File: src/core/sfec_regs.svh
// Constants for the serial flash erase control block.
// Assumes SPI mode 0 on the link, sampled by a 20 MHz system clock.
`ifndef SFEC_REGS_SVH
`define SFEC_REGS_SVH
`define SFEC_OP_SE          8'hD8
`define SFEC_OP_SE4         8'hDC
`define SFEC_OP_BE1         8'h60
`define SFEC_OP_BE2         8'hC7
`define SFEC_OP_PAUSE       8'h75
`define SFEC_OP_CONT        8'h7A
`define SFEC_OP_WRITE_UNLOCK_CMD        8'h06
`define SFEC_OP_WRDI        8'h04
`define SFEC_OP_READ_STATUS_ONE_CMD       8'h05
`define SFEC_OP_READ_STATUS_TWO_CMD       8'h07
`define SFEC_OP_WRR         8'h01
`define SFEC_OP_BANK_REGISTER_ACCESS_CMD        8'hB9
`define SFEC_OP_PPBE        8'hE4
`define SFEC_OP_PP          8'h02
`define SFEC_OP_PP4         8'h12
`define SFEC_OP_CLSR        8'h30
`define SFEC_BITS_OP        6'd8
`define SFEC_BITS_A3        6'd32
`define SFEC_BITS_A4        6'd40
`define SFEC_BITS_WRR       6'd16
`define SFEC_SECT_LSB       18
`define SFEC_SECTORS        256
`define SFEC_CLK_MHZ        20
`define SFEC_ESL_US         45
`define SFEC_ESL_CYC        (`SFEC_ESL_US * `SFEC_CLK_MHZ)
`define SFEC_PREPGM_CYC     16'd64
`define SFEC_ERASE_CYC      16'd256
`define SFEC_PROG_CYC       16'd32
`define SFEC_SR1_WIP        0
`define SFEC_SR1_WEL        1
`define SFEC_SR1_EERR       5
`define SFEC_SR1_PERR       6
`define SFEC_SR2_ESUS       1
`endif

File: src/core/sfec_pkg.sv
// Types shared by the erase control block.
// Assumes sfec_regs.svh supplies the numbers.
package sfec_pkg;
    typedef enum logic [2:0] {
        SFEC_IDLE, SFEC_PREPGM, SFEC_ERASE, SFEC_PAUSING, SFEC_SUSP, SFEC_PROG
    } sfec_state_e;
    typedef logic [7:0] sfec_byte_t;
endpackage

File: src/core/sfec_sync.sv
// Three-stage synchroniser with agreement filter.
// Assumes input is asynchronous to sys_clk_i.
`timescale 1ns/1ps
module sfec_sync (
    // Clock and reset
    input  wire logic sys_clk_i,
    input  wire logic rst_i,
    // Pin in, filtered level out
    input  wire logic pin_i,
    input  wire logic init_i,
    output logic      level_o
);
    logic [2:0] stg_q;
    logic [2:0] stg_d;
    logic       lvl_q;
    logic       lvl_d;
    always_comb begin
        stg_d = {stg_q[1:0], pin_i};
        // Only stages two and three vote; stage one feeds nothing else
        lvl_d = (stg_q[1] == stg_q[2]) ? stg_q[2] : lvl_q;
    end
    always_ff @(posedge sys_clk_i or posedge rst_i) begin
        if (rst_i) begin
            stg_q <= 3'h7;
            lvl_q <= 1'b1;
        end else begin
            stg_q <= stg_d;
            lvl_q <= lvl_d;
        end
    end
    assign level_o = lvl_q;
    logic unused_init;
    assign unused_init = init_i;
endmodule

File: src/core/sfec_shift.sv
// SPI input shifter: counts bits of a frame, keeps last bytes.
// Assumes clock and chip select already synchronised.
`timescale 1ns/1ps
module sfec_shift
    import sfec_pkg::*;
(
    // Clock and reset
    input  wire logic       sys_clk_i,
    input  wire logic       rst_i,
    // Synchronised link
    input  wire logic       cs_n_i,
    input  wire logic       sck_rise_i,
    input  wire logic       si_i,
    // Frame contents
    output logic [5:0]      bit_cnt_o,
    output sfec_byte_t      opcode_o,
    output logic [31:0]     addr_o
);
    `include "sfec_regs.svh"
    logic [5:0]  cnt_q;
    logic [5:0]  cnt_d;
    logic [39:0] sh_q;
    logic [39:0] sh_d;
    always_comb begin
        cnt_d = cnt_q;
        sh_d  = sh_q;
        if (cs_n_i) begin
            cnt_d = 6'd0;
        end else if (sck_rise_i) begin
            // Saturate so long frames never alias a short one
            if (cnt_q != 6'h3F) begin
                cnt_d = cnt_q + 6'd1;
            end
            sh_d = {sh_q[38:0], si_i};
        end
    end
    always_ff @(posedge sys_clk_i or posedge rst_i) begin
        if (rst_i) begin
            cnt_q <= 6'd0;
            sh_q  <= 40'h00_0000_0000;
        end else begin
            cnt_q <= cnt_d;
            sh_q  <= sh_d;
        end
    end
    // Opcode sits at a depth set by bit count; caller picks by count
    always_comb begin
        opcode_o = sh_q[7:0];
        addr_o   = sh_q[31:0];
        if (cnt_q == `SFEC_BITS_A4) begin
            opcode_o = sh_q[39:32];
        end else if (cnt_q == `SFEC_BITS_A3) begin
            opcode_o = sh_q[31:24];
            addr_o   = {8'h00, sh_q[23:0]};
        end else if (cnt_q == `SFEC_BITS_WRR) begin
            opcode_o = sh_q[15:8];
        end
    end
    assign bit_cnt_o = cnt_q;
endmodule

File: src/core/sfec_top.sv
// Erase sequencer: decodes erase, suspend and resume frames off SPI.
// Assumes SPI mode 0 pins asynchronous to sys_clk_i; array cells outside.
`timescale 1ns/1ps
`include "sfec_regs.svh"
module sfec_top
    import sfec_pkg::*;
#(
    parameter int ESL_CYC = `SFEC_ESL_CYC
) (
    // Clock and reset
    input  wire logic        sys_clk_i,
    input  wire logic        rst_i,
    // SPI link pins
    input  wire logic        cs_n_i,
    input  wire logic        sck_i,
    input  wire logic        si_i,
    // Configuration and protection
    input  wire logic        four_byte_address_select_i,
    input  wire logic [2:0]  block_protect_field_i,
    input  wire logic [255:0] persistent_protect_bit_i,
    input  wire logic [255:0] dynamic_protect_bit_i,
    input  wire logic [255:0] block_protect_map_i,
    // Status
    output logic             operation_in_progress_flag_o,
    output logic             write_unlock_latch_o,
    output logic             erase_error_o,
    output logic             program_error_o,
    output logic             erase_suspended_o,
    output logic [7:0]       status_register_one_o,
    output logic [7:0]       status_register_two_o,
    // Array control
    output logic             erase_strobe_o,
    output logic             prepgm_active_o,
    output logic             erase_active_o,
    output logic [7:0]       erase_sector_o,
    output logic             erase_all_o,
    output logic [255:0]     erase_skip_o,
    output logic             read_undefined_o,
    output logic             bank_write_o,
    output logic             status_write_o,
    output logic             prog_strobe_o,
    output logic [7:0]       last_read_cmd_o
);
    `include "sfec_regs.svh"

    logic cs_s;
    logic sck_s;
    logic si_s;
    logic sck_prev_q;
    logic cs_prev_q;
    logic [5:0]  bit_cnt;
    sfec_byte_t  opcode;
    logic [31:0] addr;

    sfec_sync u_sync_cs  (.sys_clk_i(sys_clk_i), .rst_i(rst_i), .pin_i(cs_n_i), .init_i(1'b1), .level_o(cs_s));
    sfec_sync u_sync_sck (.sys_clk_i(sys_clk_i), .rst_i(rst_i), .pin_i(sck_i),  .init_i(1'b1), .level_o(sck_s));
    sfec_sync u_sync_si  (.sys_clk_i(sys_clk_i), .rst_i(rst_i), .pin_i(si_i),   .init_i(1'b1), .level_o(si_s));

    sfec_shift u_shift (
        .sys_clk_i (sys_clk_i),
        .rst_i     (rst_i),
        .cs_n_i    (cs_s),
        .sck_rise_i(sck_s & ~sck_prev_q),
        .si_i      (si_s),
        .bit_cnt_o (bit_cnt),
        .opcode_o  (opcode),
        .addr_o    (addr)
    );

    // Protection lookup used by the sector erase check only; program check compares sector
    function automatic logic sect_prot(input logic [7:0] s, input logic [255:0] bp,
                                       input logic [255:0] persistent_protect_bit, input logic [255:0] dynamic_protect_bit);
        sect_prot = bp[s] | persistent_protect_bit[s] | dynamic_protect_bit[s];
    endfunction

    logic frame_end;
    assign frame_end = cs_s & ~cs_prev_q;

    sfec_state_e st_q, st_d;
    logic [15:0] tmr_q, tmr_d;
    logic [15:0] pause_q, pause_d;
    logic [7:0]  sect_q, sect_d;
    logic        all_q, all_d;
    logic        wel_q, wel_d;
    logic        eerr_q, eerr_d;
    logic        perr_q, perr_d;
    logic        esus_q, esus_d;
    logic        bank_register_access_cmd_q, bank_register_access_cmd_d;
    logic        strobe_q, strobe_d;
    logic        pstrobe_q, pstrobe_d;
    logic        bankw_q, bankw_d;
    logic        statw_q, statw_d;
    logic [7:0]  rdcmd_q, rdcmd_d;
    logic [255:0] skip_q, skip_d;
    logic [7:0]  psect;
    logic        addr_len_ok;

    assign psect = addr[`SFEC_SECT_LSB +: 8];

    always_comb begin
        // D8h length follows address setting; DCh always four bytes
        addr_len_ok = 1'b0;
        if (opcode == `SFEC_OP_SE4) begin
            addr_len_ok = (bit_cnt == `SFEC_BITS_A4);
        end else if (opcode == `SFEC_OP_SE) begin
            addr_len_ok = four_byte_address_select_i ? (bit_cnt == `SFEC_BITS_A4)
                                                     : (bit_cnt == `SFEC_BITS_A3);
        end
    end

    always_comb begin
        st_d = st_q; tmr_d = tmr_q; pause_d = pause_q; sect_d = sect_q;
        all_d = all_q; wel_d = wel_q; eerr_d = eerr_q; perr_d = perr_q;
        esus_d = esus_q; bank_register_access_cmd_d = bank_register_access_cmd_q; strobe_d = 1'b0; pstrobe_d = 1'b0;
        bankw_d = 1'b0; statw_d = 1'b0; rdcmd_d = rdcmd_q; skip_d = skip_q;
        // Internal cycle timers
        unique case (st_q)
            SFEC_IDLE, SFEC_SUSP: begin
            end
            SFEC_PREPGM: begin
                if (tmr_q == 16'd0) begin
                    st_d  = SFEC_ERASE;
                    tmr_d = `SFEC_ERASE_CYC;
                end else begin
                    tmr_d = tmr_q - 16'd1;
                end
            end
            SFEC_ERASE: begin
                if (tmr_q == 16'd0) begin
                    st_d = SFEC_IDLE;
                    all_d = 1'b0;
                end else begin
                    tmr_d = tmr_q - 16'd1;
                end
            end
            SFEC_PAUSING: begin
                // Fixed latency well under the limit; remaining work kept in tmr
                if (pause_q == 16'd0) begin
                    st_d   = SFEC_SUSP;
                    esus_d = 1'b1;
                end else begin
                    pause_d = pause_q - 16'd1;
                end
            end
            SFEC_PROG: begin
                if (tmr_q == 16'd0) begin
                    st_d  = SFEC_SUSP;
                    tmr_d = pause_q;
                end else begin
                    tmr_d = tmr_q - 16'd1;
                end
            end
        endcase
        if (frame_end) begin
            if (bit_cnt == `SFEC_BITS_OP) begin
                bank_register_access_cmd_d = (opcode == `SFEC_OP_BANK_REGISTER_ACCESS_CMD);
                unique case (opcode)
                    `SFEC_OP_WRITE_UNLOCK_CMD: wel_d = 1'b1;
                    `SFEC_OP_WRDI: wel_d = 1'b0;
                    `SFEC_OP_CLSR: begin
                        eerr_d = 1'b0;
                        perr_d = 1'b0;
                    end
                    `SFEC_OP_READ_STATUS_ONE_CMD, `SFEC_OP_READ_STATUS_TWO_CMD: rdcmd_d = opcode;
                    `SFEC_OP_BE1, `SFEC_OP_BE2: begin
                        // Eighth bit exactly, latch set, no block protection
                        if (st_q == SFEC_IDLE && wel_q && block_protect_field_i == 3'h0) begin
                            st_d = SFEC_PREPGM; tmr_d = `SFEC_PREPGM_CYC;
                            all_d = 1'b1; strobe_d = 1'b1;
                            skip_d = persistent_protect_bit_i | dynamic_protect_bit_i;
                        end
                        if (block_protect_field_i == 3'h0) begin
                            wel_d = 1'b0;
                        end
                    end
                    `SFEC_OP_PAUSE: begin
                        // Bulk erase never pauses
                        if ((st_q == SFEC_PREPGM || st_q == SFEC_ERASE) && !all_q) begin
                            st_d = SFEC_PAUSING;
                            pause_d = 16'(ESL_CYC / 64);
                        end
                    end
                    `SFEC_OP_CONT: begin
                        if (st_q == SFEC_SUSP) begin
                            st_d = SFEC_ERASE;
                            esus_d = 1'b0;
                        end
                    end
                    `SFEC_OP_PPBE: begin
                        if (st_q == SFEC_IDLE && wel_q) begin
                            wel_d = 1'b0;
                        end
                    end
                    default: begin
                    end
                endcase
            end else if (addr_len_ok) begin
                bank_register_access_cmd_d = 1'b0;
                if (st_q == SFEC_IDLE && wel_q) begin
                    wel_d = 1'b0;
                    if (sect_prot(psect, block_protect_map_i, persistent_protect_bit_i, dynamic_protect_bit_i)) begin
                        eerr_d = 1'b1;
                    end else begin
                        st_d = SFEC_PREPGM; tmr_d = `SFEC_PREPGM_CYC;
                        sect_d = psect; strobe_d = 1'b1;
                        skip_d = '0;
                    end
                end
            end else if (bit_cnt == `SFEC_BITS_WRR && opcode == `SFEC_OP_WRR) begin
                if (st_q == SFEC_SUSP && bank_register_access_cmd_q) begin
                    bankw_d = 1'b1;
                end else if (st_q == SFEC_IDLE && wel_q) begin
                    statw_d = 1'b1; wel_d = 1'b0;
                end
                bank_register_access_cmd_d = 1'b0;
            end else if (bit_cnt >= `SFEC_BITS_A3 && (opcode == `SFEC_OP_PP || opcode == `SFEC_OP_PP4)
                         && st_q == SFEC_SUSP && wel_q) begin
                wel_d = 1'b0; bank_register_access_cmd_d = 1'b0;
                if (psect == sect_q) begin
                    perr_d = 1'b1;
                end else begin
                    st_d = SFEC_PROG; pstrobe_d = 1'b1;
                    pause_d = tmr_q; tmr_d = `SFEC_PROG_CYC;
                end
            end else begin
                bank_register_access_cmd_d = 1'b0;
            end
        end
    end

    always_ff @(posedge sys_clk_i or posedge rst_i) begin
        if (rst_i) begin
            st_q <= SFEC_IDLE; tmr_q <= 16'h0000; pause_q <= 16'h0000;
            sect_q <= 8'h00; all_q <= 1'b0; wel_q <= 1'b0; eerr_q <= 1'b0;
            perr_q <= 1'b0; esus_q <= 1'b0; bank_register_access_cmd_q <= 1'b0; strobe_q <= 1'b0;
            pstrobe_q <= 1'b0; bankw_q <= 1'b0; statw_q <= 1'b0; rdcmd_q <= 8'h00;
            skip_q <= '0; sck_prev_q <= 1'b0; cs_prev_q <= 1'b1;
        end else begin
            st_q <= st_d; tmr_q <= tmr_d; pause_q <= pause_d;
            sect_q <= sect_d; all_q <= all_d; wel_q <= wel_d; eerr_q <= eerr_d;
            perr_q <= perr_d; esus_q <= esus_d; bank_register_access_cmd_q <= bank_register_access_cmd_d; strobe_q <= strobe_d;
            pstrobe_q <= pstrobe_d; bankw_q <= bankw_d; statw_q <= statw_d; rdcmd_q <= rdcmd_d;
            skip_q <= skip_d; sck_prev_q <= sck_s; cs_prev_q <= cs_s;
        end
    end

    logic operation_in_progress_flag;
    assign operation_in_progress_flag = (st_q == SFEC_PREPGM) || (st_q == SFEC_ERASE) || (st_q == SFEC_PAUSING) || (st_q == SFEC_PROG);

    assign operation_in_progress_flag_o = operation_in_progress_flag;
    assign write_unlock_latch_o  = wel_q;
    assign erase_error_o         = eerr_q;
    assign program_error_o       = perr_q;
    assign erase_suspended_o     = esus_q;
    assign status_register_one_o = {1'b0, perr_q, eerr_q, 3'h0, wel_q, operation_in_progress_flag};
    assign status_register_two_o = {6'h00, esus_q, 1'b0};
    assign erase_strobe_o        = strobe_q;
    assign prepgm_active_o       = (st_q == SFEC_PREPGM);
    assign erase_active_o        = (st_q == SFEC_ERASE);
    assign erase_sector_o        = sect_q;
    assign erase_all_o           = all_q;
    assign erase_skip_o          = skip_q;
    assign read_undefined_o      = esus_q;
    assign bank_write_o          = bankw_q;
    assign status_write_o        = statw_q;
    assign prog_strobe_o         = pstrobe_q;
    assign last_read_cmd_o       = rdcmd_q;

    chk_wip_state: assert property (@(posedge sys_clk_i) disable iff (rst_i)
        strobe_q |-> operation_in_progress_flag_o) else $error("busy not set on erase start");
    chk_bulk_nopause: assert property (@(posedge sys_clk_i) disable iff (rst_i)
        all_q |-> st_q != SFEC_PAUSING) else $error("bulk erase paused");
    chk_prepgm_first: assert property (@(posedge sys_clk_i) disable iff (rst_i)
        strobe_q |-> st_q == SFEC_PREPGM) else $error("erase skipped pre-program");
    chk_perr_set: assert property (@(posedge sys_clk_i) disable iff (rst_i)
        $rose(perr_q) |-> $past(st_q) == SFEC_SUSP) else $error("program error outside suspend");
    chk_susp_flag: assert property (@(posedge sys_clk_i) disable iff (rst_i)
        (st_q == SFEC_SUSP) |-> esus_q) else $error("suspend flag low while suspended");
    chk_cont_wip: assert property (@(posedge sys_clk_i) disable iff (rst_i)
        $fell(esus_q) |-> operation_in_progress_flag) else $error("resume did not raise busy");
    chk_bank_only: assert property (@(posedge sys_clk_i) disable iff (rst_i)
        statw_q |-> $past(st_q) == SFEC_IDLE) else $error("status written during suspend");
    chk_wel_needed: assert property (@(posedge sys_clk_i) disable iff (rst_i)
        strobe_q |-> $past(wel_q)) else $error("erase without write latch");
endmodule

File: config.mk
export PLATFORM = sky130hd
export DESIGN_NAME = sfec_top
export DESIGN_NICKNAME = d
export VERILOG_FILES = /design/src/core/sfec_pkg.sv /design/src/core/sfec_sync.sv /design/src/core/sfec_shift.sv /design/src/core/sfec_top.sv
export VERILOG_INCLUDE_DIRS = /design/src /design/src/core
export SDC_FILE = /design/constraint.sdc
export NUM_CORES = 1
export LEC_CHECK = 0
export BUFFER_PORTS_ARGS = -buffer_cell sky130_fd_sc_hd__buf_2
export CAP_MARGIN = 20
export CORE_AREA = 5 5 419 421
export CTS_CLUSTER_DIAMETER = 80
export DETAILED_ROUTE_END_ITERATION = 12
export DIE_AREA = 0 0 424 426
export PLACE_DENSITY = 0.37
export SYNTH_ARGS = -nofsm -noshare
export SYNTH_HDL_FRONTEND = slang
export SYNTH_SLANG_ARGS = --single-unit
File: constraint.sdc
create_clock -name sys_clk_i -period 37 [get_ports sys_clk_i]
set_clock_uncertainty 0.2 [all_clocks]
set_input_delay 7.4 -clock sys_clk_i [delete_from_list [all_inputs] [get_ports sys_clk_i]]
set_output_delay 7.4 -clock sys_clk_i [all_outputs]
set_load 0.05 [all_outputs]
# ---- After elaboration in Yosys (flattened, before gate mapping)
# Index checks and enable logic that the tools add are counted.
dict set report totals {
  regBits 377
  latchBits 0
  ram_bits 0
  rom_bits 0
  inputBits 777
  output_inout_bits 301
  wordCells 234
  memories 0
}
dict set report classes {
  n_addsub 3
  n_mul 0
  div_mod_pow 0
  magnitude_cmp 2
  n_eq_ne 39
  n_shift 0
  mux 119
  bitwise_logic 10
  reduce_logical 35
}
# cell n
set ops {}
lappend ops {{256-bit two-way mux} 6}
lappend ops {{16-bit two-way mux} 23}
lappend ops {{256-bit bitwise OR} 1}
lappend ops {{1-bit two-way mux} 60}
lappend ops {{26-bit two-way mux} 2}
lappend ops {{16-bit one-hot mux with 3 select lines} 1}
lappend ops {{3-bit two-way mux} 15}
lappend ops {{8-bit equality test, second input constant} 5}
lappend ops {{8-bit by 3-bit equality test with 1-bit output, second input constant} 4}
lappend ops {{16-bit zero test} 2}
lappend ops {{16-bit by 1-bit subtractor with 16-bit output, second input constant} 2}
lappend ops {{1-bit binary-select mux with 8-bit select} 3}
lappend ops {{8-bit by 7-bit equality test with 1-bit output, second input constant} 3}
lappend ops {{8-bit two-way mux} 3}
lappend ops {{6-bit two-way mux} 3}
lappend ops {{5-bit AND reduction} 3}
lappend ops {{2-bit nonzero test} 7}
lappend ops {{6-bit equality test, second input constant} 2}
lappend ops {{3-bit one-hot mux with 4 select lines} 1}
lappend ops {{6-bit AND reduction} 2}
lappend ops {{8-bit by 9-bit less-than comparator with 1-bit output, second input constant} 1}
lappend ops {{3-bit one-hot mux with 3 select lines} 1}
lappend ops {{8-bit by 1-bit equality test with 1-bit output, second input constant} 1}
lappend ops {{8-bit by 2-bit equality test with 1-bit output, second input constant} 1}
lappend ops {{other kinds (29)} 56}

# ---- Longest topological paths before layout
# Gate-level depths: netlist of run 1.
dict set report depth {
  depth_word 14
  depth_mapped 16
  ltp_nobuf 11
}

# ---- Cells and area by module
# A second synthesis of run 1 with hierarchy kept.
dict set report hier_totals {
  cells_unflattened 2804
  hier_area_um2 24083.1
}
# mod n_inst cells_per_inst area_per_inst_um2 seq_area_each_um2
set by_module_without_submodules {}
lappend by_module_without_submodules {sfec_top 1 2580 21336.7 7983.9}
lappend by_module_without_submodules {sfec_shift 1 206 2386.0 1151.1}
lappend by_module_without_submodules {sfec_sync 3 6 120.1 105.1}

# ---- Worst setup path after synthesis of run 1
# OpenSTA, ideal clock, no wires.
dict set report synth_path {
  path_type {input to register}
  startpoint {input block_protect_map_i[182]}
  endpoint {register sect_q[0] (netlist: erase_sector_o[0])}
  setup_time_ns 0.125
  arrival_ns 9.822
  required_ns 36.675
  setup_slack_ns 26.853
  cell_stages 9
  n_path_buf 1
  path_cell_list {o311a_1 -> o31a_1 -> or4_1 -> a221o_1 -> o2111ai_2 -> o32ai_4 -> or2_1 -> buf_4 -> mux2_4}
}
dict set report synth_between {
  elab_chain_len 6
}
# element line_no
set synth_lines {}
lappend synth_lines {{start, declared} sfec_top.sv:22} ;# input wire logic [255:0] block_protect_map_i,
lappend synth_lines {{1-bit binary-select mux with 8-bit select} sfec_top.sv:73} ;# sect_prot = bp[s] | persistent_protect_bit[s] | dynamic_protect_bit[s];
lappend synth_lines {{1-bit two-way mux (implied by the code)} sfec_top.sv:73}
lappend synth_lines {{1-bit bitwise OR (2 in a row)} sfec_top.sv:73}
lappend synth_lines {{1-bit NOT (no source line)} --}
lappend synth_lines {{5-bit AND reduction (no source line)} --}
lappend synth_lines {{end signal, assigned} sfec_top.sv:240} ;# sect_q <= sect_d; all_q <= all_d; wel_q <= wel_d; eerr_q <= eerr_d;
lappend synth_lines {{end, declared} sfec_top.sv:82} ;# logic [7:0] sect_q, sect_d;
# No other way between the ends. The select of a mux whose other input is x is not followed.
# A chain may end at the register's enable or synchronous reset.

# ---- Worst setup path after layout of run 1
dict set report layout_path {
  startpoint {input block_protect_map_i[120]}
  endpoint {register skip_q[17] (netlist: erase_skip_o[17])}
}
dict set report layout_between {
  elab_chain_len 6
}
# element line_no
set layout_lines {}
lappend layout_lines {{1-bit binary-select mux with 8-bit select} sfec_top.sv:73}
lappend layout_lines {{1-bit two-way mux (implied by the code)} sfec_top.sv:73}
lappend layout_lines {{1-bit bitwise OR (2 in a row)} sfec_top.sv:73}
lappend layout_lines {{2-bit != test (no source line)} --}
lappend layout_lines {{6-bit AND reduction (no source line)} --}
lappend layout_lines {{end signal, assigned} sfec_top.sv:243} ;# skip_q <= skip_d; sck_prev_q <= sck_s; cs_prev_q <= cs_s;
lappend layout_lines {{end, declared} sfec_top.sv:94} ;# logic [255:0] skip_q, skip_d;
# No other way between the ends. The select of a mux whose other input is x is not followed.

==> results_tabular.tex, run 1 <==
\begin{tabular}{lr}
\hline
Metric & Value \\
\hline
\multicolumn{2}{l}{\textbf{GRT}} \\
Top Usage Layer GRT & met2 \\
Overall fraction of global-route tracks in use & 0.179 \\
Remaining global-route overflow & 0 \\
Via count of the first global-routing pass & $\sim$24000 \\
Met2 GRT Util & 0.311 \\
Met1 track demand over resource & 0.217 \\
Wire length of the first global-routing pass & around 220000 um \\
Initial antenna violation count & between 80 and 90 \\
Largest net degree at the start of global routing & between 100 and 150 \\
Met3 track demand over resource in global routing & 0.0449 \\
\multicolumn{2}{l}{\textbf{Cells and area}} \\
Final Net Count & roughly 4200 \\
Sequential standard cell area & about 0.0095 sq mm \\
Layout cell share with drive strength beyond 1 & 0.406 \\
Number of fill cells & about 19000 \\
Area growth from synthesis to layout & 43.1\% \\
Number of non-filler instances in the completed layout & approximately 5700 \\
Multi-input gate area in the final layout & 0.0116 sq mm \\
\multicolumn{2}{l}{\textbf{Setup path}} \\
Reg-to-Reg End & erase\_skip\_o[17] \\
Slowest stage cell, crit path & sky130\_fd\_sc\_hd\_\_buf\_4 \\
Critical Path Source Type & input pin \\
Worst reg2reg setup slack & about 30 ns \\
Cells along the critical path & buf\_2 -> nor3\_1 -> nor3\_1 -> a2111oi\_0 -> o32ai\_1 -> or4\_1 -> a21oi\_1 -> o32ai\_4 -> buf\_4 -> nor2\_4 -> buf\_4 -> buf\_4 -> o22ai\_1 \\
Endpoint required time on the critical path & $\sim$37 ns \\
Worst Path Class, Setup & in2reg \\
Arrival @ worst endpoint & 12.27 ns \\
Peak per-stage delay on the critical path & about 0.8 ns \\
Worst Path Max Fanout & 74 \\
Cell type with the highest occurrence count on the critical path & sky130\_fd\_sc\_hd\_\_buf\_4 \\
Kind of end point of the critical path & flop \\
R2R cell count & 14 \\
Worst R2R Start & u\_shift.sh\_q[18] \\
\multicolumn{2}{l}{\textbf{Route}} \\
DRC violations left & 0 \\
Routed wire length per instance & between 20 and 30 um \\
Total via count in the routed design & between 20000 and 25000 \\
First DRT Iteration DRCs & between 2000 and 2500 \\
Residual antenna-violating net count after detailed routing & 0 \\
Detailed-route wire length & 170000 um \\
First drt pass iteration count & 5 \\
Mean number of vias per cell & $\sim$4.3 \\
\multicolumn{2}{l}{\textbf{Logic synthesis}} \\
Netlist Area Pre-Place & $\sim$0.022 sq mm \\
Most frequently used flop master after synthesis & sky130\_fd\_sc\_hd\_\_dfrtp\_1 \\
Post-synth ARST share & 1.00 \\
Cell with the most instances after synthesis & sky130\_fd\_sc\_hd\_\_nor2\_1 \\
Post-synth cell types & just under 100 \\
Post-synthesis area per instance & slightly above 9 sq um \\
Number of flip-flops and latches in the synthesized netlist & 377 \\
Cell taking the most area after synthesis & sky130\_fd\_sc\_hd\_\_dfrtp\_1 \\
Proportion of synthesized chip area in sequential cells & 0.426 \\
Count of yosys warnings during synthesis & 0 \\
Number of flops mapped to enable cells by yosys & 0 \\
Cells taking the most area after synthesis & sky130\_fd\_sc\_hd\_\_dfrtp\_1 41\%, sky130\_fd\_sc\_hd\_\_mux4\_2 8.8\%, sky130\_fd\_sc\_hd\_\_o22ai\_1 7.6\%, sky130\_fd\_sc\_hd\_\_nor2\_1 6.5\%, sky130\_fd\_sc\_hd\_\_nand2\_1 6.1\% \\
Area share of the leading cell type in the synthesized netlist & 0.411 \\
Synthesized instance count & about 2400 \\
Cell types with the highest counts after synthesis & 383 x sky130\_fd\_sc\_hd\_\_nor2\_1, 364 x sky130\_fd\_sc\_hd\_\_dfrtp\_1, 359 x sky130\_fd\_sc\_hd\_\_nand2\_1 \\
\multicolumn{2}{l}{\textbf{CTS}} \\
Buffer type at the clock tree root & sky130\_fd\_sc\_hd\_\_clkbuf\_16 \\
CTS HTree Levels & 2 \\
CTS Buf Count & between 50 and 60 \\
Sinks on Clock Net & about 380 \\
Clock latency of the later-clocked register in the worst-skew pair & between 0.6 and 0.7 ns \\
CTS tree & yes \\
Bufs on Longest Clock Path & 3 \\
Clock transition at the register clock pins on the worst setup and hold paths after CTS & 0.06 ns \\
Post-CTS Hold Fix Bufs & 0 \\
Setup Buffers After CTS & 0 \\
Number of instances resized during post-cts repair & 0 \\
\multicolumn{2}{l}{\textbf{Run}} \\
Max cap viols & 0 \\
\multicolumn{2}{l}{\textbf{Floorplanning}} \\
I/O pins & 1078 \\
Starting density of the core & 0.130 \\
Die ar. & around 0.18 sq mm \\
Row cnt & approximately 150 \\
Overall die width & approximately 420 um \\
Placeable core area & 0.171 sq mm \\
Die height & about 430 um \\
\multicolumn{2}{l}{\textbf{Min path}} \\
Path category of the worst min-delay check & reg2reg \\
Worst hold stages & 0 \\
Beginning of the worst hold path & u\_sync\_sck.stg\_q[0] \\
Hold worst-path end & u\_sync\_sck.stg\_q[1] \\
\multicolumn{2}{l}{\textbf{Place}} \\
Final weighted congestion in routability-driven placement & approximately 1 \\
Final HPWL DP & approximately 140000 um \\
Buffers added on ports & around 1100 \\
Post-Place Cells & 5559 \\
\multicolumn{2}{l}{\textbf{Power and ir drop}} \\
Share of total power in the clock network & 0.503 \\
Share of total power in combinational logic & 0.134 \\
Share of total power consumed by net switching & 0.295 \\
Cell internal pwr & 828 uW \\
Power density of the placed cells & 37.0 mW/mm\^{}2 \\
Leakage dissipation & 0.0145 uW \\
Maximum VDD drop & roughly 0.033 mV \\
Power share of the sequential group & 0.363 \\
Net switching power & around 350 uW \\
\multicolumn{2}{l}{\textbf{STA}} \\
Count of final hold-check violations & 0 \\
Peak Freq & $\sim$83 MHz \\
Normalized max-slew margin & 0.351 \\
Setup repair after global routing missed its margin & false \\
Final TNS setup & 0 ns \\
Post-layout minimum cycle time & approximately 12 ns \\
Measured slew at the worst slew-check pin & $\sim$0.97 ns \\
WHS & between 0.1 and 0.15 ns \\
Number of failing setup endpoints in the final timing report & 0 \\
Crit share post-route & 0.324 \\
Final-report max-slew violation count & 0 \\
\multicolumn{2}{l}{\textbf{Outcome}} \\
Result of the run & completed \\
\hline
\end{tabular}
-- cell families (layout without fill, tap and decap cells) --
kind of cell | after synthesis | in the layout | synth area share
AND/OR/NAND/NOR | 1015 | 1015 | 0.201
AO/OA/AOI/OAI | 595 | 595 | 0.176
flip-flops | 377 | 377 | 0.426
buffers and inverters | 217 | 1233 | 0.0531
multiplexers | 170 | 170 | 0.129
XOR/XNOR | 26 | 26 | 0.0103
adder cells (fa/ha/maj) | 9 | 9 | 0.00474
other | 1 | 38 | 0.000169
-- how the worst max path moves through the flow --
stage	start	to	cells after the start
6_report	block_protect_map_i[120]	erase_skip_o[17]	13
5_1_grt	block_protect_map_i[120]	erase_skip_o[16]	13
4_1_cts	block_protect_map_i[120]	erase_skip_o[2]	13
3_5_place_dp	block_protect_map_i[120]	erase_skip_o[13]	13
3_3_place_gp	block_protect_map_i[120]	erase_skip_o[15]	13
2_1_floorplan	rst_i	bank_register_access_cmd_q	1
-- registers in the layout, summed over array words and instances, names as in the netlist, 3 cells and up --
| name | flops |
|---|---|
| tmr_q | 16 |
| u_sync_si.stg_q | 3 |
| erase_skip_o | 256 |
| erase_sector_o | 8 |
| st_q | 3 |
| u_sync_cs.stg_q | 3 |
| u_shift.bit_cnt_o | 6 |
| u_sync_sck.stg_q | 3 |
| u_shift.sh_q | 40 |
| last_read_cmd_o | 8 |
| pause_q | 16 |
-- final cells by class --
cell class | instances | share of cell area
flip-flops and latches | 377 | 0.298
multi-input cells | 1826 | 0.366
repair buffers | 1107 | 0.180
clock inverters | 36 | 0.0143
diodes | 27 | 0.00213
inverters | 18 | 0.00237
clock buffers | 72 | 0.0489
well taps | 2233 | 0.0880
-- cells in the final DEF, fill, tap and decap left out, types with 43 or more instances in the layout --
cell                        Yosys  final
sky130_fd_sc_hd__a21oi_1       90     90
sky130_fd_sc_hd__o22ai_1      270    270
sky130_fd_sc_hd__mux2_2        43     43
sky130_fd_sc_hd__clkbuf_16      0     57
sky130_fd_sc_hd__mux4_2        87     87
sky130_fd_sc_hd__buf_2         84   1067
sky130_fd_sc_hd__dfrtp_1      364    358
sky130_fd_sc_hd__nand2_1      359    359
sky130_fd_sc_hd__nor3_1        80     80
sky130_fd_sc_hd__nor2_1       383    381
sky130_fd_sc_hd__o21ai_0       67     67
-- power groups by stage --
stage | combinational, uW | clock, uW | sequential, uW
CTS | 159 | 613 | 427
global placement | 158 | 0 | 434
detailed placement | 159 | 0 | 434
global route | 171 | 627 | 427
floorplan | 69.2 | 0 | 431
finish | 158 | 591 | 426
-- metal layers --
metal	part of all wire	vias to the layer above	routed length (um)
met5	0.00097	-	165
met4	0.036	28	6200
met3	0.074	271	12600
met2	0.50	1094	84700
met1	0.39	12300	66600
li1	-	10800	-
-- stage by stage --
step	area (sq um)	setup slack, ns	utilization	power [uW]
6_report	31700	25.01	0.186	1180
5_1_grt	31700	24.79	0.185	1230
4_1_cts	31600	25.04	0.185	1200
3_5_place_dp	29600	24.36	0.173	593
3_3_place_gp	29600	24.33	0.173	592
2_1_floorplan	22200	18.95	-	500
-- worst max-delay path: cells and delay by family --
kind	cells	cell delay, ns
AO/OA/AOI/OAI	5	1.66
buffers and inverters	4	1.78
AND/OR/NAND/NOR	4	1.17
(Power assumes the default switching activity.)
==> run 2: changes to the inputs <==
PLACE_DENSITY = 0.38   (was 0.37)
clock period = 10.4 ns   (was 37 ns; I/O delays follow)
==> results_tabular.tex, run 2 (synthesis gave the netlist of run 1 again) <==
\begin{tabular}{lr}
\hline
Metric & Value \\
\hline
\multicolumn{2}{l}{\textbf{Outcome}} \\
Result of the run & completed \\
\multicolumn{2}{l}{\textbf{CTS}} \\
Sinks on Clock Net & 377 (unchanged) \\
Clock transition at the register clock pins on the worst setup and hold paths after CTS & 0.06 ns (about the same) \\
CTS Buf Count & 60 (+5.3\%) \\
CTS tree & yes \\
Setup Buffers After CTS & 0 (unchanged) \\
Buffer type at the clock tree root & sky130\_fd\_sc\_hd\_\_clkbuf\_16 \\
Bufs on Longest Clock Path & 3 (unchanged) \\
CTS HTree Levels & 2 (unchanged) \\
Post-CTS Hold Fix Bufs & 0 (unchanged) \\
Clock latency of the later-clocked register in the worst-skew pair & 0.65 ns (-0.02 ns) \\
Number of instances resized during post-cts repair & 0 (unchanged) \\
\multicolumn{2}{l}{\textbf{Floorplanning}} \\
I/O pins & 1078 (unchanged) \\
Starting density of the core & 0.130 (unchanged) \\
Die height & 426 um (unchanged) \\
Row cnt & 152 (unchanged) \\
Die ar. & 0.181 sq mm (unchanged) \\
Placeable core area & 0.171 sq mm (unchanged) \\
Overall die width & 424 um (unchanged) \\
\multicolumn{2}{l}{\textbf{Cells and area}} \\
Final Net Count & 4169 (-0.024\%) \\
Number of non-filler instances in the completed layout & 5700 (+0.070\%) \\
Area growth from synthesis to layout & 43.7\% \\
Leading cell type in the layout, fill and taps excluded & sky130\_fd\_sc\_hd\_\_buf\_2 \\
Layout cell share with drive strength beyond 1 & 0.405 (-0.00105) \\
Leading cell types in the layout, fill and taps excluded & 1067 x sky130\_fd\_sc\_hd\_\_buf\_2, 381 x sky130\_fd\_sc\_hd\_\_nor2\_1, 359 x sky130\_fd\_sc\_hd\_\_nand2\_1, 358 x sky130\_fd\_sc\_hd\_\_dfrtp\_1, 270 x sky130\_fd\_sc\_hd\_\_o22ai\_1 \\
Number of flip-flops in the largest register & 256 (unchanged) \\
\multicolumn{2}{l}{\textbf{Run}} \\
Max cap viols & 0 (unchanged) \\
\multicolumn{2}{l}{\textbf{Power and ir drop}} \\
Share of total power in combinational logic & 0.132 (-0.002) \\
Share of total power consumed by net switching & 0.286 (-0.00984) \\
Power density of the placed cells & 135 mW/mm\^{}2 (+260\%) \\
Share of total power in the clock network & 0.515 (+0.012) \\
Power share of the sequential group & 0.353 (-0.010) \\
Cell internal pwr & 3070 uW (+270\%) \\
Net switching power & 1230 uW (+250\%) \\
Leakage dissipation & 0.0146 uW (+0.46\%) \\
Maximum VDD drop & 0.129 mV (+290\%) \\
\multicolumn{2}{l}{\textbf{STA}} \\
Peak Freq & 155 MHz \\
Post-layout minimum cycle time & 6.46 ns \\
Count of final hold-check violations & 0 (unchanged) \\
Normalized max-slew margin & 0.249 (-0.102) \\
Crit share post-route & 0.621 \\
Measured slew at the worst slew-check pin & 1.13 ns (+0.153 ns) \\
Final-report max-slew violation count & 0 (unchanged) \\
Setup repair after global routing missed its margin & false \\
WHS & 0.155 ns (+0.00516 ns) \\
Number of failing setup endpoints in the final timing report & 0 (unchanged) \\
Final TNS setup & 0 ns (unchanged) \\
\multicolumn{2}{l}{\textbf{GRT}} \\
Largest net degree at the start of global routing & 203 (+80\%) \\
Overall fraction of global-route tracks in use & 0.181 (+0.00172) \\
Via count of the first global-routing pass & 24500 (+0.17\%) \\
Initial antenna violation count & 80 (-4.8\%) \\
Wire length of the first global-routing pass & 224000 um (+0.35\%) \\
Remaining global-route overflow & 0 (unchanged) \\
\multicolumn{2}{l}{\textbf{Setup path}} \\
Worst Path Max Fanout & 137 (+85\%) \\
Arrival @ worst endpoint & 6.75 ns (-5.52 ns) \\
Worst Path Class, Setup & reg2reg \\
Kind of end point of the critical path & flop \\
Critical Path Source Type & flop \\
Endpoint required time on the critical path & 10.69 ns (-26.59 ns) \\
\multicolumn{2}{l}{\textbf{Min path}} \\
Path category of the worst min-delay check & reg2reg \\
\multicolumn{2}{l}{\textbf{Place}} \\
Final HPWL DP & 142000 um (+0.96\%) \\
Final weighted congestion in routability-driven placement & 0.969 (-3.0\%) \\
Buffers added on ports & 1066 (unchanged) \\
Post-Place Cells & 5557 (-0.036\%) \\
\multicolumn{2}{l}{\textbf{Route}} \\
Detailed-route wire length & 172000 um (+1.1\%) \\
First drt pass iteration count & 5 (unchanged) \\
Mean number of vias per cell & 4.30 (-0.28\%) \\
DRC violations left & 0 (unchanged) \\
Residual antenna-violating net count after detailed routing & 0 (unchanged) \\
Routed wire length per instance & 30.2 um (+1.0\%) \\
Total via count in the routed design & 24500 (-0.21\%) \\
First DRT Iteration DRCs & 2135 (-5.7\%) \\
\hline
\end{tabular}
## run 2: cell count changes in the layout (fill, tap and decap cells not counted), sizes merged, moves of 2 or more
cell | previous run | this run
clkbuf | 72 | 77
clkinvlp | 9 | 7
bufinv | 6 | 9
inv | 28 | 26
diode | 27 | 32
buf | 1107 | 1103
## run 2: per-layer routing
layer  global-route usage  share of wire  wire length, um
met4               0.0623          0.039             6720
met5                    0        0.00059              102
met2                0.306           0.49            84100
met1                0.224           0.40            68900
met3               0.0431          0.072            12400
## run 2: path summary, 6_finish.rpt
kind                                           from             endpoint  slack, ns  depth (start not counted)
worst max-delay path               u_shift.sh_q[18]     erase_skip_o[19]       3.94                         11
worst min-delay path            u_sync_sck.stg_q[0]  u_sync_sck.stg_q[1]       0.16                          0
worst max register to register     u_shift.sh_q[18]     erase_skip_o[19]       3.94                         11
worst min register to register  u_sync_sck.stg_q[0]  u_sync_sck.stg_q[1]       0.16                          0
max in group asynchronous                     rst_i     erase_skip_o[96]       6.77                          4
min in group asynchronous                     rst_i            tmr_q[14]       1.24                          2
## run 2: worst max-delay path: stages (launching register included)
cell and delay, ns:
sky130_fd_sc_hd__dfrtp_4 0.64, sky130_fd_sc_hd__buf_4 0.44, sky130_fd_sc_hd__buf_4 0.67, sky130_fd_sc_hd__nand2_1 0.56
sky130_fd_sc_hd__o22ai_1 0.47, sky130_fd_sc_hd__o32ai_1 0.15, sky130_fd_sc_hd__or4_1 0.58, sky130_fd_sc_hd__a21oi_1 0.59
sky130_fd_sc_hd__o32ai_4 0.28, sky130_fd_sc_hd__nor2_4 0.72, sky130_fd_sc_hd__buf_12 0.48, sky130_fd_sc_hd__o22ai_1 0.23
## run 2: cell type report
cell class	instances	area [sq um]
Tap cell	2233	2790
Clock inverter	34	495
Fill cell	19400	139000
Multi-Input combinational cell	1826	11600
Inverter	18	71.3
Clock buffer	77	1650
Sequential cell	377	9470
Antenna cell	32	80.1
Timing Repair Buffer	1103	5690
## run 2: stage by stage
stage	power (uW)	cell area, sq um	utilization	worst slack [ns]
2_1_floorplan	1780	22200	-	3.07
3_3_place_gp	2110	29600	0.173	3.03
3_5_place_dp	2110	29600	0.173	3.50
4_1_cts	4390	31800	0.186	3.80
5_1_grt	4480	31800	0.186	3.64
6_report	4300	31900	0.186	3.94
## run 2: power groups by stage
stage / Clock, uW / Combinational [uW] / Sequential [uW]
2_1_floorplan: 0 / 246 / 1530
3_3_place_gp: 0 / 570 / 1540
3_5_place_dp: 0 / 569 / 1540
4_1_cts: 2300 / 571 / 1520
5_1_grt: 2350 / 612 / 1520
6_report: 2220 / 569 / 1520
==> run 3: changes to the inputs <==
ABC_AREA = 1   (was default)
CORE_AREA = 5 5 414 416   (was 5 5 419 421)
DIE_AREA = 0 0 419 421   (was 0 0 424 426)
PLACE_DENSITY = 0.4   (was 0.38)
clock period = 5.6 ns   (was 10.4 ns; I/O delays follow)
==> results_tabular.tex, run 3 <==
\begin{tabular}{lr}
\hline
Metric & Value \\
\hline
\multicolumn{2}{l}{\textbf{Outcome}} \\
Result of the run & completed \\
\multicolumn{2}{l}{\textbf{Place}} \\
Buffers added on ports & 1066 (unchanged) \\
Minimum setup slack after placement & 0.843 ns (-2.66 ns) \\
Instance area at placement & 0.0321 sq mm (+8.4\%) \\
Final HPWL DP & 136000 um (-3.8\%) \\
Final weighted congestion in routability-driven placement & 0.971 (+0.21\%) \\
\multicolumn{2}{l}{\textbf{STA}} \\
WHS & 0.159 ns (+0.00354 ns) \\
Setup repair after global routing missed its margin & false \\
Measured slew at the worst slew-check pin & 0.874 ns (-0.253 ns) \\
Final TNS setup & 0 ns (unchanged) \\
Peak Freq & 217 MHz (+40\%) \\
Post-layout minimum cycle time & 4.62 ns (-1.85 ns) \\
Final worst setup slack & 0.985 ns (-2.95 ns) \\
Number of failing setup endpoints in the final timing report & 0 (unchanged) \\
Crit share post-route & 0.824 (+0.203) \\
Count of final hold-check violations & 0 (unchanged) \\
Final-report max-slew violation count & 0 (unchanged) \\
Normalized max-slew margin & 0.411 (+0.163) \\
\multicolumn{2}{l}{\textbf{Cells and area}} \\
Multi-input gate area in the final layout & 0.0129 sq mm (+11\%) \\
Area growth from synthesis to layout & 40.7\% \\
Number of flip-flops in the largest register & 256 (unchanged) \\
Sequential standard cell area & 0.00947 sq mm (about the same) \\
Layout cell share with drive strength beyond 1 & 0.274 (-0.131) \\
Leading cell type in the layout, fill and taps excluded & sky130\_fd\_sc\_hd\_\_nand2\_1 \\
Leading cell types in the layout, fill and taps excluded & 1419 x sky130\_fd\_sc\_hd\_\_nand2\_1, 1066 x sky130\_fd\_sc\_hd\_\_buf\_2, 542 x sky130\_fd\_sc\_hd\_\_nand3\_1, 434 x sky130\_fd\_sc\_hd\_\_o21ai\_0, 359 x sky130\_fd\_sc\_hd\_\_dfrtp\_1 \\
Number of fill cells & 19300 (-0.078\%) \\
Finished layout cell area & 0.0342 sq mm (+7.3\%) \\
Final Net Count & 5500 (+32\%) \\
Final cell utilization of the core & 0.205 (+0.0186) \\
\multicolumn{2}{l}{\textbf{GRT}} \\
Wire length of the first global-routing pass & 238000 um (+6.6\%) \\
Remaining global-route overflow & 0 (unchanged) \\
Initial antenna violation count & 77 (-3.8\%) \\
Via count of the first global-routing pass & 30200 (+23\%) \\
Overall fraction of global-route tracks in use & 0.187 (+0.00626) \\
Largest net degree at the start of global routing & 128 (-37\%) \\
\multicolumn{2}{l}{\textbf{Power and ir drop}} \\
Leakage dissipation & 0.0187 uW (+29\%) \\
Power density of the placed cells & 417 mW/mm\^{}2 (+210\%) \\
Maximum VDD drop & 0.239 mV (+86\%) \\
\multicolumn{2}{l}{\textbf{Logic synthesis}} \\
Proportion of synthesized chip area in sequential cells & 0.389 (-0.0371) \\
Post-synthesis area per instance & 6.46 sq um (-30\%) \\
Cells taking the most area after synthesis & sky130\_fd\_sc\_hd\_\_dfrtp\_1 37\%, sky130\_fd\_sc\_hd\_\_nand2\_1 22\%, sky130\_fd\_sc\_hd\_\_nand3\_1 11\%, sky130\_fd\_sc\_hd\_\_o21ai\_0 8.9\%, sky130\_fd\_sc\_hd\_\_nor2\_1 4.5\% \\
Count of yosys warnings during synthesis & 0 (unchanged) \\
Most frequently used flop master after synthesis & sky130\_fd\_sc\_hd\_\_dfrtp\_1 \\
Cell taking the most area after synthesis & sky130\_fd\_sc\_hd\_\_dfrtp\_1 \\
Post-synth ARST share & 1.00 (unchanged) \\
Post-synth cell types & 46 (-53\%) \\
Netlist Area Pre-Place & 0.0243 sq mm (+9.5\%) \\
Number of flops mapped to enable cells by yosys & 0 (unchanged) \\
Synthesized instance count & 3761 (+56\%) \\
Cell types with the highest counts after synthesis & 1419 x sky130\_fd\_sc\_hd\_\_nand2\_1, 543 x sky130\_fd\_sc\_hd\_\_nand3\_1, 434 x sky130\_fd\_sc\_hd\_\_o21ai\_0 \\
Cell with the most instances after synthesis & sky130\_fd\_sc\_hd\_\_nand2\_1 \\
Number of flip-flops and latches in the synthesized netlist & 377 (unchanged) \\
Area share of the leading cell type in the synthesized netlist & 0.375 (-0.0358) \\
\multicolumn{2}{l}{\textbf{Setup path}} \\
Critical path endpoint & erase\_skip\_o[212] \\
Worst Path Max Fanout & 53 (-61\%) \\
Kind of end point of the critical path & flop \\
Critical Path Source Type & flop \\
Endpoint required time on the critical path & 5.99 ns (-4.70 ns) \\
Worst R2R Start & u\_shift.sh\_q[19] \\
Reg-to-Reg End & erase\_skip\_o[212] \\
Slowest stage cell, crit path & sky130\_fd\_sc\_hd\_\_dfrtp\_4 \\
Worst reg2reg setup slack & 0.98 ns (-2.95 ns) \\
R2R cell count & 18 (+7) \\
Peak per-stage delay on the critical path & 0.71 ns (about the same) \\
Worst Path Class, Setup & reg2reg \\
Critical path origin & u\_shift.sh\_q[19] \\
Arrival @ worst endpoint & 5.00 ns (-1.75 ns) \\
Cells along the critical path & inv\_8 -> buf\_12 -> nor2\_1 -> o21ai\_0 -> nand3\_1 -> nand3\_1 -> nand3\_1 -> nand2\_1 -> nor2\_1 -> nor2\_1 -> nand2\_1 -> nand3\_1 -> nand3\_1 -> nand2\_1 -> nand2\_8 -> buf\_4 -> nand2\_1 -> nand2\_1 \\
\multicolumn{2}{l}{\textbf{Floorplanning}} \\
Starting density of the core & 0.146 (+0.0159) \\
Overall die width & 419 um (-1.2\%) \\
I/O pins & 1078 (unchanged) \\
Die height & 421 um (-1.2\%) \\
Placeable core area & 0.167 sq mm (-2.4\%) \\
Die ar. & 0.176 sq mm (-2.3\%) \\
Row cnt & 150 (-1.3\%) \\
\multicolumn{2}{l}{\textbf{Route}} \\
DRC violations left & 0 (unchanged) \\
First DRT Iteration DRCs & 2890 (+35\%) \\
Met3 WL post-DR & 11800 um (-4.9\%) \\
First drt pass iteration count & 7 (+2) \\
Mean number of vias per cell & 4.32 (+0.54\%) \\
Routed met1 length & 75000 um (+8.9\%) \\
Total via count in the routed design & 30200 (+23\%) \\
Topmost layer with routed signal wires & met5 \\
Residual antenna-violating net count after detailed routing & 0 (unchanged) \\
Routed wire length on met2 & 81400 um (-3.2\%) \\
Routed wire length per instance & 24.6 um (-18\%) \\
Detailed-route wire length & 172000 um (about the same) \\
\multicolumn{2}{l}{\textbf{CTS}} \\
Post-CTS Hold Fix Bufs & 0 (unchanged) \\
CTS tree & yes \\
CTS Buf Count & 58 (-3.3\%) \\
Clock transition at the register clock pins on the worst setup and hold paths after CTS & 0.06 ns (about the same) \\
Clock latency of the later-clocked register in the worst-skew pair & 0.67 ns (+0.02 ns) \\
CTS HTree Levels & 2 (unchanged) \\
Setup Buffers After CTS & 0 (unchanged) \\
Number of instances resized during post-cts repair & 0 (unchanged) \\
Sinks on Clock Net & 377 (unchanged) \\
Bufs on Longest Clock Path & 3 (unchanged) \\
Buffer type at the clock tree root & sky130\_fd\_sc\_hd\_\_clkbuf\_16 \\
\multicolumn{2}{l}{\textbf{Run}} \\
Max cap viols & 0 (unchanged) \\
\multicolumn{2}{l}{\textbf{Min path}} \\
Path category of the worst min-delay check & reg2reg \\
\hline
\end{tabular}
-- run 3: changes by cell type in the layout (fill, tap and decap cells not counted), moves of 43 or more --
cell	before	now
sky130_fd_sc_hd__nor2_1	381	292
sky130_fd_sc_hd__nand3_1	39	542
sky130_fd_sc_hd__mux2_2	43	0
sky130_fd_sc_hd__inv_1	13	187
sky130_fd_sc_hd__o21ai_0	67	434
sky130_fd_sc_hd__nor3_1	80	17
sky130_fd_sc_hd__mux4_2	87	0
sky130_fd_sc_hd__nand2_1	359	1419
sky130_fd_sc_hd__o22ai_1	270	9
-- run 3: cells by family (layout without fill, tap and decap cells) --
kind of cell / after synthesis / after routing / synth area share
buffers and inverters: 461 / 1455 / 0.0811
adder cells (fa/ha/maj): 9 / 9 / 0.00432
AND/OR/NAND/NOR: 2315 / 2315 / 0.392
XOR/XNOR: 21 / 21 / 0.00757
flip-flops: 377 / 377 / 0.389
AO/OA/AOI/OAI: 577 / 577 / 0.126
other: 1 / 34 / 0.000154
-- run 3: where the power goes --
group	switching, uW	internal, uW
combinational	5120	2010
clock	1570	2360
sequential	277	2930
total	6970	7290
-- run 3: worst max-delay path, delay by kind of cell (launching register included) --
| kind | cells | cell delay (ns) |
|---|---|---|
| AOI/OAI and AO/OA | 1 | 0.26 |
| and+or+nand+nor | 14 | 2.13 |
| DFF | 1 | 0.71 |
| buffers and inverters | 3 | 1.08 |
-- run 3: per-layer routing --
metal / vias to the layer above / track usage
met2: 1204 / 0.313
met1: 14600 / 0.248
met3: 223 / 0.0355
li1: 14100 / -
met4: 36 / 0.0439
met5: - / 0
-- run 3: cell type report --
| class | instances | share of cell area |
|---|---|---|
| clock buffers | 79 | 0.0486 |
| flip-flops and latches | 377 | 0.277 |
| inverters | 204 | 0.0230 |
| repair buffers | 1143 | 0.181 |
| diodes | 23 | 0.00168 |
| multi-input cells | 2933 | 0.378 |
| well taps | 2204 | 0.0806 |
| clock inverters | 29 | 0.0102 |
-- run 3: through the flow --
step,instances,total power [uW]
final,6992,14300
after global routing,6982,15300
after CTS,6969,14600
after detailed placement,6861,10500
after global placement,6861,10500
after floorplan,3771,7220
-- run 3: how the worst min path moves through the flow --
stage | start | endpoint | slack, ns | cells past startpoint
finish | u_sync_cs.stg_q[0] | u_sync_cs.stg_q[1] | 0.16 | 0
global route | u_sync_cs.stg_q[0] | u_sync_cs.stg_q[1] | 0.16 | 0
CTS | u_sync_sck.stg_q[0] | u_sync_sck.stg_q[1] | 0.16 | 0
detailed placement | u_sync_sck.stg_q[0] | u_sync_sck.stg_q[1] | 0.15 | 0
global placement | u_sync_cs.stg_q[0] | u_sync_cs.stg_q[1] | 0.15 | 0
floorplan | u_sync_cs.stg_q[0] | u_sync_cs.stg_q[1] | 0.15 | 0
